--- src/design/svd_pkg.sv ---
package svd_pkg;

    // Register byte offsets on the APB slave
    localparam logic [7:0] ADDR_CTRL = 8'h00;
    localparam logic [7:0] ADDR_INTC = 8'h04;
    localparam logic [7:0] ADDR_FLAGS = 8'h08;
    localparam logic [7:0] ADDR_ENAB = 8'h0C;
    localparam logic [7:0] ADDR_PRIO = 8'h10;
    localparam logic [7:0] ADDR_LIVE = 8'h14;

    // Field positions in voltage_detect_control
    localparam int unsigned CTRL_DIR_BIT = 7;
    localparam int unsigned CTRL_STABLE_BIT = 5;
    localparam int unsigned CTRL_EN_BIT = 4;
    localparam int unsigned CTRL_LVL_LSB = 0;
    localparam int unsigned LVL_W = 4;

    // Field positions in core_interrupt_control and the peripheral group
    localparam int unsigned INTC_GIE_BIT = 7;
    localparam int unsigned INTC_PEIE_BIT = 6;
    localparam int unsigned EVT_BIT = 2;

    // Field positions in the live status word
    localparam int unsigned LIVE_COND_BIT = 0;
    localparam int unsigned LIVE_SETTLED_BIT = 1;
    localparam int unsigned LIVE_REF_BIT = 2;
    localparam int unsigned LIVE_CMP_BIT = 3;

    // Trip level code that routes the external pin to the comparator
    localparam logic [3:0] LVL_EXTERNAL = 4'hF;

    // Values after reset
    localparam logic [7:0] CTRL_RST = 8'h00;
    localparam logic INTC_GIE_RST = 1'b0;
    localparam logic INTC_PEIE_RST = 1'b0;
    localparam logic EVT_FLAG_RST = 1'b0;
    localparam logic EVT_ENABLE_RST = 1'b0;
    localparam logic EVT_PRIO_RST = 1'b1;
    localparam logic [31:0] RDATA_RST = 32'h0000_0000;

    // Reference settle time, in ns and in mclk cycles (rounded up)
    localparam int unsigned CLK_PERIOD_NS = 20;
    localparam int unsigned REF_SETTLE_NS = 20000;
    localparam int unsigned REF_SETTLE_CYC = (REF_SETTLE_NS + CLK_PERIOD_NS - 1) / CLK_PERIOD_NS;
    localparam int unsigned SETTLE_CNT_W = $clog2(REF_SETTLE_CYC + 1);
    localparam logic [SETTLE_CNT_W-1:0] SETTLE_CNT_RST = '0;

    // Software view of the detector setup
    typedef struct packed {
        logic dir;
        logic en;
        logic [LVL_W-1:0] level;
    } svd_ctrl_s;

    // Controls toward the analog comparator, divider and reference
    typedef struct packed {
        logic cmp_pwr;
        logic div_pwr;
        logic ref_en;
        logic ext_sel;
        logic [LVL_W-1:0] tap;
    } svd_ana_s;

    // APB request from the master
    typedef struct packed {
        logic psel;
        logic penable;
        logic pwrite;
        logic [7:0] paddr;
        logic [31:0] pwdata;
    } svd_apb_req_s;

    // APB answer to the master
    typedef struct packed {
        logic [31:0] prdata;
        logic pready;
        logic pslverr;
    } svd_apb_rsp_s;

endpackage : svd_pkg

--- src/design/svd_settle_timer.sv ---
`timescale 1ns/100ps

// Counts how long the shared reference has been powered without a break
module svd_settle_timer #(
    parameter int unsigned SETTLE_CYC = svd_pkg::REF_SETTLE_CYC
) (
    input wire logic mclk_i,
    input wire logic rst_b_i,
    input wire logic ref_on_i,
    output logic done_o
);

    logic [svd_pkg::SETTLE_CNT_W-1:0] cnt_q;
    logic [svd_pkg::SETTLE_CNT_W-1:0] cnt_d;
    logic at_end;

    // Terminal count reached; the counter parks there
    assign at_end = (cnt_q == svd_pkg::SETTLE_CNT_W'(SETTLE_CYC));

    // Any off period of the reference, whoever owned it, restarts the wait
    assign cnt_d = !ref_on_i ? svd_pkg::SETTLE_CNT_RST :
                   at_end ? cnt_q : cnt_q + svd_pkg::SETTLE_CNT_W'(1);

    // Counter register
    always_ff @(posedge mclk_i) begin
        if (!rst_b_i) begin
            cnt_q <= svd_pkg::SETTLE_CNT_RST;
        end else begin
            cnt_q <= cnt_d;
        end
    end

    // Done only while the reference is still on
    assign done_o = at_end && ref_on_i;

endmodule : svd_settle_timer

--- src/design/svd_ctrl.sv ---
`timescale 1ns/100ps

// Function
// Detector enable powers comparator and divider; clear powers both down.
// Software should enable only for short checks to save static current.
// Reference is shared with brown-out reset; any off period restarts settling.
// After reference re-enable, wait a fixed settle time before trusting detection.
// No event flag until settle time elapsed and reference reported stable.
// Supply excursions during the settle time raise no event.
// Monitoring keeps running in Sleep while enabled.
// Trip during Sleep sets event flag and requests core wake-up.
// Wake goes to interrupt vector only with global interrupt enable set.
// Any device reset returns detector registers to reset values, detector off.
// Unimplemented control bits, including bit 6, read as zero.
// Direction clear detects falling to trip; set detects rising to trip.
// Four-bit trip level selects one of sixteen trip points.
// Trip level all ones takes comparator input from external pin.
// Reference stable flag is read-only, set once circuit settled.
// Comparator output synchronised; event flag sticky until software clears.
module svd_ctrl #(
    parameter int unsigned SETTLE_CYC = svd_pkg::REF_SETTLE_CYC
) (
    input wire logic mclk_i,
    input wire logic rst_b_i,
    input wire svd_pkg::svd_apb_req_s apb_i,
    output svd_pkg::svd_apb_rsp_s apb_o,
    input wire logic cmp_i,
    input wire logic bor_ref_en_i,
    input wire logic sleep_i,
    output svd_pkg::svd_ana_s ana_o,
    output logic irq_o,
    output logic wake_o,
    output logic vec_high_o,
    output logic vec_low_o
);

    // Address decode for the error answer; the read mux decodes the offsets itself
    function automatic logic is_mapped(input logic [7:0] addr);
        is_mapped = (addr == svd_pkg::ADDR_CTRL) || (addr == svd_pkg::ADDR_INTC) ||
                    (addr == svd_pkg::ADDR_FLAGS) || (addr == svd_pkg::ADDR_ENAB) ||
                    (addr == svd_pkg::ADDR_PRIO) || (addr == svd_pkg::ADDR_LIVE);
    endfunction : is_mapped

    // Places one bit in an otherwise zero word
    function automatic logic [31:0] bit_word(input logic val, input int unsigned pos);
        bit_word = 32'h0000_0000;
        bit_word[pos] = val;
    endfunction : bit_word

    svd_pkg::svd_ctrl_s ctrl_q;
    svd_pkg::svd_ctrl_s ctrl_d;
    logic gie_q;
    logic gie_d;
    logic peie_q;
    logic peie_d;
    logic flag_q;
    logic flag_d;
    logic ie_q;
    logic ie_d;
    logic ip_q;
    logic ip_d;
    logic cmp_meta_q;
    logic cmp_sync_q;
    logic wake_q;
    logic wake_d;
    logic [31:0] rdata_q;
    logic [31:0] rdata_d;
    logic [31:0] rd_word;

    logic setup_ph;
    logic access_ph;
    logic wr_acc;
    logic rd_acc;
    logic ref_on;
    logic settled;
    logic stable;
    logic trip_cond;
    logic trip_evt;
    logic rd_clear;
    logic [7:0] ctrl_byte;

    // Bus phases; every access completes with no wait state
    assign setup_ph = apb_i.psel && !apb_i.penable;
    assign access_ph = apb_i.psel && apb_i.penable;
    assign wr_acc = access_ph && apb_i.pwrite;
    assign rd_acc = access_ph && !apb_i.pwrite;

    // Reference runs while the detector or the brown-out logic needs it
    assign ref_on = ctrl_q.en || bor_ref_en_i;

    // Settle timer on the shared reference
    svd_settle_timer #(
        .SETTLE_CYC(SETTLE_CYC)
    ) u_settle (
        .mclk_i(mclk_i),
        .rst_b_i(rst_b_i),
        .ref_on_i(ref_on),
        .done_o(settled)
    );

    // Stable only while the detector itself is on and the wait is over
    assign stable = ctrl_q.en && settled;

    // Analog controls; both loads follow the enable bit alone
    assign ana_o.cmp_pwr = ctrl_q.en;
    assign ana_o.div_pwr = ctrl_q.en;
    assign ana_o.ref_en = ref_on;
    assign ana_o.ext_sel = (ctrl_q.level == svd_pkg::LVL_EXTERNAL);
    assign ana_o.tap = ctrl_q.level;

    // Two-flop synchroniser; only the second stage is looked at
    always_ff @(posedge mclk_i) begin
        if (!rst_b_i) begin
            cmp_meta_q <= 1'b0;
            cmp_sync_q <= 1'b0;
        end else begin
            cmp_meta_q <= cmp_i;
            cmp_sync_q <= cmp_meta_q;
        end
    end

    // Comparator high means the sensed voltage is at or above the trip point
    assign trip_cond = ctrl_q.dir ? cmp_sync_q : !cmp_sync_q;

    // Masked until settled; runs the same way in Sleep
    assign trip_evt = trip_cond && stable;

    // A completed flag read clears only a flag it reported; a later event survives
    assign rd_clear = rd_acc && (apb_i.paddr == svd_pkg::ADDR_FLAGS) &&
                      rdata_q[svd_pkg::EVT_BIT];

    // Sticky flag; a new event in the clearing cycle wins
    assign flag_d = trip_evt || (flag_q && !rd_clear);

    // Wake request while asleep and tripping, regardless of the interrupt enables
    assign wake_d = sleep_i && trip_evt;

    // Control register write; stable bit is not writable
    always_comb begin
        ctrl_d = ctrl_q;
        if (wr_acc && (apb_i.paddr == svd_pkg::ADDR_CTRL)) begin
            ctrl_d.dir = apb_i.pwdata[svd_pkg::CTRL_DIR_BIT];
            ctrl_d.en = apb_i.pwdata[svd_pkg::CTRL_EN_BIT];
            ctrl_d.level = apb_i.pwdata[svd_pkg::CTRL_LVL_LSB +: svd_pkg::LVL_W];
        end
    end

    // Interrupt control and peripheral enable and priority writes
    assign gie_d = (wr_acc && (apb_i.paddr == svd_pkg::ADDR_INTC)) ?
                   apb_i.pwdata[svd_pkg::INTC_GIE_BIT] : gie_q;
    assign peie_d = (wr_acc && (apb_i.paddr == svd_pkg::ADDR_INTC)) ?
                    apb_i.pwdata[svd_pkg::INTC_PEIE_BIT] : peie_q;
    assign ie_d = (wr_acc && (apb_i.paddr == svd_pkg::ADDR_ENAB)) ?
                  apb_i.pwdata[svd_pkg::EVT_BIT] : ie_q;
    assign ip_d = (wr_acc && (apb_i.paddr == svd_pkg::ADDR_PRIO)) ?
                  apb_i.pwdata[svd_pkg::EVT_BIT] : ip_q;

    // Control byte as software sees it; bit 6 stays zero
    always_comb begin
        ctrl_byte = 8'h00;
        ctrl_byte[svd_pkg::CTRL_DIR_BIT] = ctrl_q.dir;
        ctrl_byte[svd_pkg::CTRL_STABLE_BIT] = stable;
        ctrl_byte[svd_pkg::CTRL_EN_BIT] = ctrl_q.en;
        ctrl_byte[svd_pkg::CTRL_LVL_LSB +: svd_pkg::LVL_W] = ctrl_q.level;
    end

    // Read mux; unused bits of every word read as zero
    always_comb begin
        if (apb_i.paddr == svd_pkg::ADDR_CTRL) begin
            rd_word = {24'h00_0000, ctrl_byte};
        end else if (apb_i.paddr == svd_pkg::ADDR_INTC) begin
            rd_word = bit_word(gie_q, svd_pkg::INTC_GIE_BIT) |
                      bit_word(peie_q, svd_pkg::INTC_PEIE_BIT);
        end else if (apb_i.paddr == svd_pkg::ADDR_FLAGS) begin
            rd_word = bit_word(flag_q, svd_pkg::EVT_BIT);
        end else if (apb_i.paddr == svd_pkg::ADDR_ENAB) begin
            rd_word = bit_word(ie_q, svd_pkg::EVT_BIT);
        end else if (apb_i.paddr == svd_pkg::ADDR_PRIO) begin
            rd_word = bit_word(ip_q, svd_pkg::EVT_BIT);
        end else if (apb_i.paddr == svd_pkg::ADDR_LIVE) begin
            rd_word = bit_word(trip_cond, svd_pkg::LIVE_COND_BIT) |
                      bit_word(settled, svd_pkg::LIVE_SETTLED_BIT) |
                      bit_word(ref_on, svd_pkg::LIVE_REF_BIT) |
                      bit_word(cmp_sync_q, svd_pkg::LIVE_CMP_BIT);
        end else begin
            rd_word = svd_pkg::RDATA_RST;
        end
    end

    // Read data captured in the setup cycle so prdata comes from a flop;
    // the access-phase clear is gated by this captured copy
    assign rdata_d = setup_ph ? rd_word : rdata_q;

    // Bus answer: ready in every access cycle, error on unmapped offsets
    assign apb_o.prdata = rdata_q;
    assign apb_o.pready = access_ph;
    assign apb_o.pslverr = access_ph && !is_mapped(apb_i.paddr);

    // Registers; device reset turns the detector off
    always_ff @(posedge mclk_i) begin
        if (!rst_b_i) begin
            ctrl_q <= '{dir: svd_pkg::CTRL_RST[svd_pkg::CTRL_DIR_BIT],
                        en: svd_pkg::CTRL_RST[svd_pkg::CTRL_EN_BIT],
                        level: svd_pkg::CTRL_RST[svd_pkg::CTRL_LVL_LSB +: svd_pkg::LVL_W]};
            gie_q <= svd_pkg::INTC_GIE_RST;
            peie_q <= svd_pkg::INTC_PEIE_RST;
            flag_q <= svd_pkg::EVT_FLAG_RST;
            ie_q <= svd_pkg::EVT_ENABLE_RST;
            ip_q <= svd_pkg::EVT_PRIO_RST;
            wake_q <= 1'b0;
            rdata_q <= svd_pkg::RDATA_RST;
        end else begin
            ctrl_q <= ctrl_d;
            gie_q <= gie_d;
            peie_q <= peie_d;
            flag_q <= flag_d;
            ie_q <= ie_d;
            ip_q <= ip_d;
            wake_q <= wake_d;
            rdata_q <= rdata_d;
        end
    end

    // Level interrupt: flag gated by its enable
    assign irq_o = flag_q && ie_q;

    // Wake request, held while asleep and tripping, one cycle after the tripping sample
    assign wake_o = wake_q;

    // Vectoring needs the global enable; otherwise the core just resumes
    assign vec_high_o = irq_o && ip_q && gie_q;
    assign vec_low_o = irq_o && !ip_q && gie_q && peie_q;

endmodule : svd_ctrl

--- config.mk ---
export PLATFORM = sky130hd
export DESIGN_NAME = svd_ctrl
export DESIGN_NICKNAME = d
export VERILOG_FILES = /design/src/design/svd_pkg.sv /design/src/design/svd_settle_timer.sv /design/src/design/svd_ctrl.sv
export SDC_FILE = /design/constraint.sdc
export NUM_CORES = 1
export LEC_CHECK = 0
export ABC_CLOCK_PERIOD_IN_PS = 4100
export BUFFER_PORTS_ARGS = -buffer_cell sky130_fd_sc_hd__clkbuf_2
export CAP_MARGIN = 0
export CELL_PAD_IN_SITES_DETAIL_PLACEMENT = 1
export CELL_PAD_IN_SITES_GLOBAL_PLACEMENT = 1
export CORE_MARGIN = 10
export CORE_UTILIZATION = 35
export CTS_BUF_LIST = sky130_fd_sc_hd__clkbuf_4
export CTS_CLUSTER_DIAMETER = 120
export DETAILED_ROUTE_END_ITERATION = 16
export PLACE_DENSITY = 0.95
export SLEW_MARGIN = 20
export SYNTH_ARGS = -nofsm -noshare
export SYNTH_HDL_FRONTEND = slang
export SYNTH_SLANG_ARGS = --single-unit
--- constraint.sdc ---
create_clock -name mclk_i -period 4.1 [get_ports mclk_i]
set_input_delay 0 -clock mclk_i [delete_from_list [all_inputs] [get_ports mclk_i]]
set_output_delay 0 -clock mclk_i [all_outputs]
set_load 0.01 [all_outputs]
==> flow_metrics.env, run 1 <==
export IMPL_outcome="finished, final reports clean"
export IMPL_drt_vias_per_instance=4.98
export IMPL_power_leakage_nw=0.871
export IMPL_synthDistinctLibCells=42
export IMPL_die_w_microns=91.2
export IMPL_max_freq_mhz=614
export IMPL_avgSynthCellArea_sq_um=8.97
export IMPL_worst_pin_slew_ns=0.744
export IMPL_clkTransAtPathRegs_ns=0.12
export IMPL_cp_max_fo=6
export IMPL_dp_hpwl_microns=3850
export IMPL_root_buffer="clkbuf_4"
export IMPL_synth_area_sq_um=1780
export IMPL_cts_setup_buffers=0
export IMPL_start_kind="flop"
export IMPL_cts_tree="built"
export IMPL_drt_iter0_drc=81
export IMPL_numCtsBuffers=5
export IMPL_whs_endpoint="ip_q$_SDFFE_PN1P_"
export IMPL_portBuffers=44
export IMPL_clock_latency_ns=0.35
export IMPL_cts_sinks=32
export IMPL_power_w=0.000580
export IMPL_ant_nets=0
export IMPL_synthCells=198
export IMPL_drive_gt1_share_pct=24.9
export IMPL_hp_class="input pin to flop"
export IMPL_worstHoldPathCells=2
export IMPL_setup_violations=0
export IMPL_r2r_end="rdata_q[5]$_SDFFE_PN0P_"
export IMPL_die_area_sq_um=8320
export IMPL_drc=0
export IMPL_yosysWarnings=0
export IMPL_grt_usage_pct=12.5
export IMPL_synth_edf_count=0
export IMPL_ys_flop_type="dfxtp_1"
export IMPL_cts_buffer_depth=2
export IMPL_fin_setup_tns_ns=0
export IMPL_period_needed_ns=1.63
export IMPL_overflow=0
export IMPL_gp_congestion=0.802
export IMPL_wl_per_cell_microns=16.7
export IMPL_hold_violations=0
export IMPL_cap_violations=0
export IMPL_seq_area_frac_synth_pct=36.1
export IMPL_diodes=0
export IMPL_ctsHtreeMaxLevel=2
export IMPL_required_ns=4.38
export IMPL_synthArstFlopShare_pct=0
export IMPL_grt_pass1_wl_microns=8580
export IMPL_worst_ep_arrival_time_ns=1.91
export IMPL_maxSlewHeadroom_pct=49.7
export IMPL_rows=25
export IMPL_cts_resized=0
export IMPL_synth_seq_cells=32
export IMPL_drv_slew=0
export IMPL_drt_wl_total_microns=5220
export IMPL_die_h_microns=91.2
export IMPL_crit_path_end_kind="flop"
export IMPL_hold_buffers=9
export IMPL_fin_nets=294
export IMPL_rsz0062_at_grt="false"
export IMPL_ir_drop_uv=97.9
export IMPL_fin_crit_sh_pct=39.7
export IMPL_grt_max_degree=24
export IMPL_ff2ff_setup_slack_ns=2.47
export IMPL_crit_type="flop to flop"
export IMPL_firstDrtPassIters=4
export IMPL_reg2reg_from="u_settle.cnt_q[0]$_SDFFE_PN0P_"
export IMPL_skew_ns=0.00871
export IMPL_hold_start="rst_b_i"
export IMPL_start_util_pct=36.9
export IMPL_r2r_cells=6
export IMPL_first_global_vias=1739
export IMPL_syn_to_final_growth_pct=15.9
export IMPL_fin_util_pct=42.7
export IMPL_power_density_nw_per_um2=282
export IMPL_vias=1553
export IMPL_core_area_sq_um=4820
export IMPL_grt_antenna_before_repair=0
export IMPL_ios=94
## critical path, cell delays in order, from the launching register on
cell and delay (ns):
dfxtp_1 0.37, inv_1 0.11, ha_1 0.16, nand2b_1 0.11, nor3_2 0.43, nand4_1 0.19
a21boi_1 0.20
## through the flow
stage	hold WS, ns	cells	setup WS, ns	instance area (sq um)
after floorplan	0.114	221	2.63	1860
after global placement	0.209	295	2.57	1910
after detailed placement	0.211	295	2.51	1910
after CTS	0.0576	312	2.45	2060
after global routing	0.0791	312	2.32	2060
final	0.0609	312	2.47	2060
## registers in the layout, summed over array words and instances (netlist names)
signal          count
u_settle.cnt_q     10
ana_o               5
rdata_q             8
cmp_sync_q          1
flag_q              1
ie_q                1
wake_o              1
ip_q                1
peie_q              1
gie_q               1
ctrl_byte           1
cmp_meta_q          1
## area by class of cell
type                    count  area, sq um
clock buffers               5         37.5
clock inverters             3         23.8
inverters                   3         11.3
well taps                  67         83.8
flip-flops and latches     32          641
repair buffers             53          310
fillers                   610         2760
multi-input cells         149          950
## cell usage after synthesis (2+ instances only)
cell type | n | share of area (%)
nand2b_1 | 3 | 1.1
nor2_1 | 13 | 2.7
and4b_1 | 2 | 1.1
inv_1 | 3 | 0.63
nor3_1 | 2 | 0.56
o21ai_0 | 7 | 2.0
nor4_1 | 2 | 0.70
xnor2_1 | 3 | 1.5
and2_1 | 4 | 1.4
ha_1 | 2 | 1.4
a21boi_1 | 2 | 0.85
a21boi_0 | 4 | 1.7
buf_4 | 32 | 14
xor2_1 | 3 | 1.5
nand2_1 | 10 | 2.1
mux2i_1 | 13 | 7.3
nor3_2 | 3 | 1.7
nand4_1 | 3 | 1.1
or3_1 | 2 | 0.70
nor2b_1 | 10 | 3.5
a21oi_1 | 4 | 1.1
dfxtp_1 | 32 | 36
and4_1 | 2 | 0.99
clkbuf_1 | 4 | 0.85
a221oi_1 | 2 | 0.99
or3b_2 | 2 | 0.99
mux2_2 | 2 | 1.3
nand3_1 | 11 | 3.1
and3_1 | 3 | 1.1
## cell usage in the layout, fill, tap and decap left out, types with 5 or more instances in the layout
cell type	instances
dlygate4sd3_1	9
nand2_1	10
nand3_1	11
dfxtp_1	32
mux2i_1	13
conb_1	24
nor2b_1	10
nor2_1	13
clkbuf_4	5
o21ai_0	7
clkbuf_2	44
## cells by family after synthesis
family                     Yosys count  synth area share (%)
adders and majority gates            2                  1.41
and+or+nand+nor                     77                  25.7
DFF                                 32                  36.1
xor gates and xnor gates             6                  2.96
muxes                               15                  8.60
other                                1                 0.211
AOI/OAI and AO/OA                   25                  9.73
buffers and inverters               40                  15.3
## layer usage
metal | GRT usage (%) | vias to the layer above | share of wire (%) | routed length, microns
li1 | - | 734 | - | -
met1 | 12.8 | 742 | 41 | 2140
met2 | 21.6 | 62 | 48 | 2520
met3 | 5.35 | 15 | 7.7 | 404
met4 | 6.27 | 0 | 2.9 | 152
met5 | 0 | - | 0 | 0
## power breakdown
part           switching, W  leakage (nW)  internal (W)
combinational     0.0000409         0.584     0.0000263
clock              0.000127        0.0274     0.0000674
sequential       0.00000306         0.259      0.000315
total              0.000171         0.871      0.000409
## worst max path at each step
stage                               to  slack [ns]                           start  cells after the start
3_5_place_dp         flag_q$_SDFF_PN0_        2.51  u_settle.cnt_q[0]$_SDFFE_PN0P_                      6
6_report       rdata_q[5]$_SDFFE_PN0P_        2.47  u_settle.cnt_q[0]$_SDFFE_PN0P_                      6
5_1_grt              flag_q$_SDFF_PN0_        2.32  u_settle.cnt_q[0]$_SDFFE_PN0P_                      6
2_1_floorplan  rdata_q[2]$_SDFFE_PN0P_        2.63           ana_o[6]$_SDFFE_PN0P_                      5
3_3_place_gp   rdata_q[2]$_SDFFE_PN0P_        2.57           ana_o[6]$_SDFFE_PN0P_                      4
4_1_cts              flag_q$_SDFF_PN0_        2.45  u_settle.cnt_q[0]$_SDFFE_PN0P_                      6
(Power assumes the default switching activity.)
==> run 2: changes to the inputs <==
--- a/config.mk
+++ b/config.mk
@@ -5,17 +5,18 @@
 export SDC_FILE = /design/constraint.sdc
 export NUM_CORES = 1
 export LEC_CHECK = 0
-export ABC_CLOCK_PERIOD_IN_PS = 4100
+export ABC_AREA = 1
+export ABC_CLOCK_PERIOD_IN_PS = 1600
 export BUFFER_PORTS_ARGS = -buffer_cell sky130_fd_sc_hd__clkbuf_2
 export CAP_MARGIN = 0
 export CELL_PAD_IN_SITES_DETAIL_PLACEMENT = 1
 export CELL_PAD_IN_SITES_GLOBAL_PLACEMENT = 1
 export CORE_MARGIN = 10
-export CORE_UTILIZATION = 35
+export CORE_UTILIZATION = 31
 export CTS_BUF_LIST = sky130_fd_sc_hd__clkbuf_4
 export CTS_CLUSTER_DIAMETER = 120
 export DETAILED_ROUTE_END_ITERATION = 16
-export PLACE_DENSITY = 0.95
+export PLACE_DENSITY = 0.9
 export SLEW_MARGIN = 20
 export SYNTH_ARGS = -nofsm -noshare
 export SYNTH_HDL_FRONTEND = slang
==> constraint.sdc (replaced) <==
create_clock -name mclk_i -period 1.6 [get_ports mclk_i]
set_input_delay 0 -clock mclk_i [delete_from_list [all_inputs] [get_ports mclk_i]]
set_output_delay 0 -clock mclk_i [all_outputs]
set_load 0.01 [all_outputs]
==> flow_metrics.env, run 2 <==
export IMPL_outcome="finished, final reports clean"
export IMPL_clkTransAtPathRegs_ns=0.12
export IMPL_cts_tree="built"
export IMPL_power_leakage_nw=0.988
export IMPL_dp_hpwl_microns=4400
export IMPL_die_w_microns=97.2
export IMPL_required_ns=1.87
export IMPL_cap_violations=0
export IMPL_rows=28
export IMPL_cts_setup_buffers=0
export IMPL_power_density_nw_per_um2=755
export IMPL_synth_area_top_cells="dfxtp_1 (35%), buf_4 (13%), nand2_1 (8.7%)"
export IMPL_numCtsBuffers=5
export IMPL_top_register="u_settle.cnt_q"
export IMPL_root_buffer="clkbuf_4"
export IMPL_synth_area_sq_um=1850
export IMPL_seq_area_frac_synth_pct=34.7
export IMPL_clock_latency_ns=0.34
export IMPL_hold_violations=0
export IMPL_critPathSlowestCell="dfxtp_2"
export IMPL_start_kind="flop"
export IMPL_hp_class="input pin to flop"
export IMPL_dp_slack_ns=0.148
export IMPL_max_freq_mhz=698
export IMPL_hold_start="rst_b_i"
export IMPL_start_util_pct=31.6
export IMPL_vias=1812
export IMPL_synth_edf_count=0
export IMPL_final_common_cell="clkbuf_2"
export IMPL_fin_setup_tns_ns=0
export IMPL_crit_path_max_incr_delay_ns=0.37
export IMPL_cts_buffer_depth=2
export IMPL_ctsHtreeMaxLevel=2
export IMPL_ios=94
export IMPL_cp_max_fo=6
export IMPL_crit_path_end_kind="flop"
export IMPL_syn_to_final_growth_pct=16.9
export IMPL_drt_vias_per_instance=4.61
export IMPL_core_area_sq_um=5850
export IMPL_synth_top_cell_area_share_pct=34.7
export IMPL_startpoint="u_settle.cnt_q[0]$_SDFFE_PN0P_"
export IMPL_period_needed_ns=1.43
export IMPL_firstDrtPassIters=4
export IMPL_rsz0062_at_grt="false"
export IMPL_synth_top_area_cell="dfxtp_1"
export IMPL_drc=0
export IMPL_avgSynthCellArea_sq_um=6.90
export IMPL_drv_slew=0
export IMPL_r2r_cells=7
export IMPL_fill_cells=768
export IMPL_fin_nets=367
export IMPL_grt_usage_pct=11.1
export IMPL_crit_type="flop to flop"
export IMPL_ys_flop_type="dfxtp_1"
export IMPL_hold_worst_slack_ns=0.0315
export IMPL_final_cell_mix="clkbuf_2 (44), nand2_1 (43), inv_1 (35)"
export IMPL_crit_chain="inv_1, ha_1, nand2_1, nor2_1, and3_1, nand2_1, a21oi_1"
export IMPL_worst_ep_arrival_time_ns=1.70
export IMPL_first_global_vias=1972
export IMPL_die_h_microns=97.2
export IMPL_fin_ws_ns=0.168
export IMPL_ir_drop_uv=324
export IMPL_setup_violations=0
export IMPL_synthCells=268
export IMPL_ant_nets=0
export IMPL_grt_antenna_before_repair=0
export IMPL_gp_congestion=0.939
export IMPL_power_w=0.00163
export IMPL_cts_sinks=32
export IMPL_synthDistinctLibCells=26
export IMPL_skew_ns=0.0183
export IMPL_synthArstFlopShare_pct=0
export IMPL_die_area_sq_um=9450
export IMPL_drt_wl_total_microns=5510
export IMPL_drt_iter0_drc=41
export IMPL_grt_pass1_wl_microns=9140
export IMPL_worstHoldPathCells=3
export IMPL_synth_most_common_cell="nand2_1"
export IMPL_wl_per_cell_microns=14.0
export IMPL_fin_crit_sh_pct=89.5
export IMPL_synthTopCellsByCount="nand2_1 (43), inv_1 (35), nor2_1 (33)"
export IMPL_largest_register_ffs=10
export IMPL_drive_gt1_share_pct=20.4
export IMPL_overflow=0
export IMPL_synth_seq_cells=32
export IMPL_grt_max_degree=17
export IMPL_yosysWarnings=0
export IMPL_worst_path_most_repeated_cell="nand2_1"
export IMPL_reg2reg_from="u_settle.cnt_q[0]$_SDFFE_PN0P_"
export IMPL_diodes=0
export IMPL_portBuffers=44
run 2: cell types whose count changed after synthesis, moves of 4 or more:
| cell | before | now |
|---|---|---|
| a21boi_0 | 4 | 0 |
| a21oi_1 | 4 | 23 |
| and2_1 | 4 | 0 |
| inv_1 | 3 | 35 |
| mux2i_1 | 13 | 0 |
| nand2_1 | 10 | 43 |
| nor2_1 | 13 | 33 |
| nor2b_1 | 10 | 0 |
| nor3_1 | 2 | 8 |
| o21ai_0 | 7 | 15 |
run 2: layout make-up:
type	count	area [sq um]	area share, %
multi-input cells	189	896	41.5
flip-flops and latches	32	642	29.7
repair buffers	54	318	14.7
inverters	35	131	6.08
well taps	75	93.8	4.34
clock buffers	6	45.0	2.08
clock inverters	2	35.0	1.62
run 2: power breakdown:
group / total, W / switching, W / internal, W
Clock: 0.000625 / 0.000280 / 0.000345
Sequential: 0.000821 / 0.0000109 / 0.000810
Combinational: 0.000186 / 0.000119 / 0.0000667
run 2: path summary, 6_finish.rpt:
| check | slack (ns) | endpoint |
|---|---|---|
| hold reg to reg | 0.42 | cmp_sync_q$_SDFF_PN0_ |
| hold / removal | 0.03 | ctrl_byte[7]$_SDFFE_PN0P_ |
| setup / recovery | 0.17 | flag_q$_SDFF_PN0_ |
| setup reg to reg | 0.17 | flag_q$_SDFF_PN0_ |
run 2: what timing repair did:
action	in CTS	in global routing
endpoints found under the hold margin	12	0
gates resized for setup	0	1
hold buffers	9	0
endpoints found under the setup margin	0	2
run 2: kinds of logic after synthesis:
logic type / Yosys count / synth area share (%)
AO/OA/AOI/OAI: 43 / 12.2
XOR/XNOR: 3 / 1.42
other: 1 / 0.203
buffers and inverters: 70 / 21.5
adder cells (fa/ha/maj): 2 / 1.35
AND/OR/NAND/NOR: 117 / 28.6
flip-flops: 32 / 34.7
run 2: layer usage:
metal | up-vias | track usage [%] | wire length (microns)
met5 | - | 0 | 0
met4 | 0 | 4.14 | 119
met3 | 10 | 3.49 | 337
met2 | 56 | 19.6 | 2750
met1 | 855 | 12.2 | 2300
li1 | 891 | - | -
run 2: worst max-delay path, delay by kind of cell, from the launching register on:
kind	cells	cell delay, ns
buffers and inverters	1	0.09
flip-flops	1	0.37
adder cells (fa/ha/maj)	1	0.16
AO/OA/AOI/OAI	1	0.14
AND/OR/NAND/NOR	4	0.61
run 2: through the flow:
stage | std cells | instance area [sq um] | utilization (%)
3_3_place_gp | 376 | 1990 | 34.0
2_1_floorplan | 291 | 1930 | -
5_1_grt | 393 | 2160 | 36.9
6_report | 393 | 2160 | 36.9
3_5_place_dp | 376 | 1990 | 34.0
4_1_cts | 393 | 2160 | 36.9
==> run 3: changes to the inputs <==
--- a/config.mk
+++ b/config.mk
@@ -12,11 +12,11 @@
 export CELL_PAD_IN_SITES_DETAIL_PLACEMENT = 1
 export CELL_PAD_IN_SITES_GLOBAL_PLACEMENT = 1
 export CORE_MARGIN = 10
-export CORE_UTILIZATION = 31
-export CTS_BUF_LIST = sky130_fd_sc_hd__clkbuf_4
+export CORE_UTILIZATION = 30
+export CTS_BUF_LIST = sky130_fd_sc_hd__clkbuf_4 sky130_fd_sc_hd__clkbuf_8 sky130_fd_sc_hd__clkbuf_16
 export CTS_CLUSTER_DIAMETER = 120
 export DETAILED_ROUTE_END_ITERATION = 16
-export PLACE_DENSITY = 0.9
+export PLACE_DENSITY = 0.88
 export SLEW_MARGIN = 20
 export SYNTH_ARGS = -nofsm -noshare
 export SYNTH_HDL_FRONTEND = slang
==> flow_metrics.env, run 3 (synthesis gave the netlist of run 2 again) <==
export IMPL_grt_max_degree=17
export IMPL_clkTransAtPathRegs_ns=0.07
export IMPL_fin_setup_tns_ns=0
export IMPL_grt_usage_pct=10.9
export IMPL_max_freq_mhz=690
export IMPL_root_buffer="clkbuf_8"
export IMPL_period_needed_ns=1.45
export IMPL_gp_congestion=0.897
export IMPL_setup_worst_path_end="flag_q$_SDFF_PN0_"
export IMPL_drc=0
export IMPL_overflow=0
export IMPL_start_kind="flop"
export IMPL_drt_vias_per_instance=4.59
export IMPL_firstDrtPassIters=4
export IMPL_ctsHtreeMaxLevel=2
export IMPL_outcome="finished, final reports clean"
export IMPL_numCtsBuffers=5
export IMPL_wl_per_cell_microns=13.6
export IMPL_cts_buffer_depth=2
export IMPL_crit_path_end_kind="flop"
export IMPL_cts_sinks=32
export IMPL_final_common_cell="clkbuf_2"
export IMPL_cts_setup_buffers=0
export IMPL_cts_tree="built"
export IMPL_drt_iter0_drc=42
export IMPL_drt_wl_total_microns=5290
export IMPL_clock_latency_ns=0.29
export IMPL_rsz0062_at_grt="false"
export IMPL_power_density_nw_per_um2=786
export IMPL_final_cell_mix="clkbuf_2 (44), nand2_1 (43), inv_1 (35)"
export IMPL_hold_violations=0
export IMPL_required_ns=1.82
export IMPL_drv_slew=0
export IMPL_portBuffers=44
export IMPL_die_h_microns=98.5
export IMPL_first_global_vias=1879
export IMPL_ios=94
export IMPL_drive_gt1_share_pct=20.8
export IMPL_power_leakage_nw=0.974
export IMPL_crit_type="flop to flop"
export IMPL_start_util_pct=31.0
export IMPL_dp_hpwl_microns=4340
export IMPL_largest_register_ffs=10
export IMPL_hp_class="input pin to flop"
export IMPL_cap_violations=0
export IMPL_reg2reg_from="u_settle.cnt_q[1]$_SDFFE_PN0P_"
export IMPL_vias=1781
export IMPL_rows=28
export IMPL_worst_ep_arrival_time_ns=1.67
export IMPL_ant_nets=0
export IMPL_power_w=0.00167
export IMPL_core_area_sq_um=5960
export IMPL_fin_crit_sh_pct=90.5
export IMPL_cp_max_fo=4
export IMPL_fin_util_pct=35.7
export IMPL_setup_violations=0
export IMPL_ff2ff_setup_slack_ns=0.15
export IMPL_grt_antenna_before_repair=0
export IMPL_grt_pass1_wl_microns=8900
export IMPL_skew_ns=0.00706
export IMPL_die_w_microns=98.5
export IMPL_ir_drop_uv=267
export IMPL_syn_to_final_growth_pct=15.2
export IMPL_r2r_cells=7
export IMPL_r2r_end="flag_q$_SDFF_PN0_"
export IMPL_diodes=0
export IMPL_top_register="u_settle.cnt_q"
export IMPL_die_area_sq_um=9700
export IMPL_fin_nets=362
export IMPL_startpoint="u_settle.cnt_q[1]$_SDFFE_PN0P_"
## run 3: changes by cell type in the layout (fill, tap and decap cells not counted)
cell,before,now
clkbuf_4,6,2
bufinv_16,1,0
clkinv_2,1,0
dlygate4sd3_1,9,4
clkbuf_8,0,6
## run 3: layout make-up
cell class	count	area, sq um
Clock buffer	8	97.6
Inverter	35	131
Sequential cell	32	642
Timing Repair Buffer	49	268
Multi-Input combinational cell	189	896
Tap cell	75	93.8
Fill cell	794	3830
## run 3: worst min-delay path by stage
stage | to | startpoint | cells past startpoint
finish | ana_o[1]$_SDFFE_PN0P_ | apb_i[1] | 3
global route | ana_o[0]$_SDFFE_PN0P_ | apb_i[0] | 3
CTS | ana_o[0]$_SDFFE_PN0P_ | apb_i[0] | 3
detailed placement | cmp_meta_q$_SDFF_PN0_ | cmp_i | 3
global placement | cmp_meta_q$_SDFF_PN0_ | cmp_i | 3
floorplan | cmp_meta_q$_SDFF_PN0_ | cmp_i | 2
## run 3: report_power, final
| part | internal (W) | leakage [nW] | switching [W] |
|---|---|---|---|
| Combinational | 0.0000591 | 0.662 | 0.000116 |
| Sequential | 0.000811 | 0.260 | 0.0000103 |
| Clock | 0.000384 | 0.0523 | 0.000292 |
## run 3: repair_timing
action,in CTS,in global routing
gates resized for setup,0,1
hold buffers,4,0
hold endpoints to repair,4,0
setup endpoints to repair,0,1
## run 3: critical path, cell delays in order (launching register included)
cell and delay [ns]:
dfxtp_1 0.35, inv_1 0.09, ha_1 0.17, nand2_1 0.06, nor2_1 0.16, and3_1 0.27, nand2_1 0.12, a21oi_1 0.15
## run 3: metrics by stage
step | hold slack (ns) | setup slack [ns] | cell area, sq um | cells
global route | 0.0265 | 0.0194 | 2130 | 388
finish | 0.00279 | 0.151 | 2130 | 388
global placement | 0.188 | 0.205 | 1990 | 376
floorplan | 0.0976 | 0.371 | 1930 | 291
detailed placement | 0.197 | 0.160 | 1990 | 376
CTS | 0.00209 | 0.136 | 2130 | 388
## run 3: per-layer routing
layer | vias to the layer above | part of all wire [%] | global-route usage [%] | routed length (microns)
li1 | 888 | - | - | -
met1 | 828 | 42 | 11.7 | 2200
met2 | 55 | 49 | 18.8 | 2590
met3 | 10 | 7.6 | 4.05 | 402
met4 | 0 | 1.9 | 4.85 | 102
met5 | - | 0 | 0 | 0
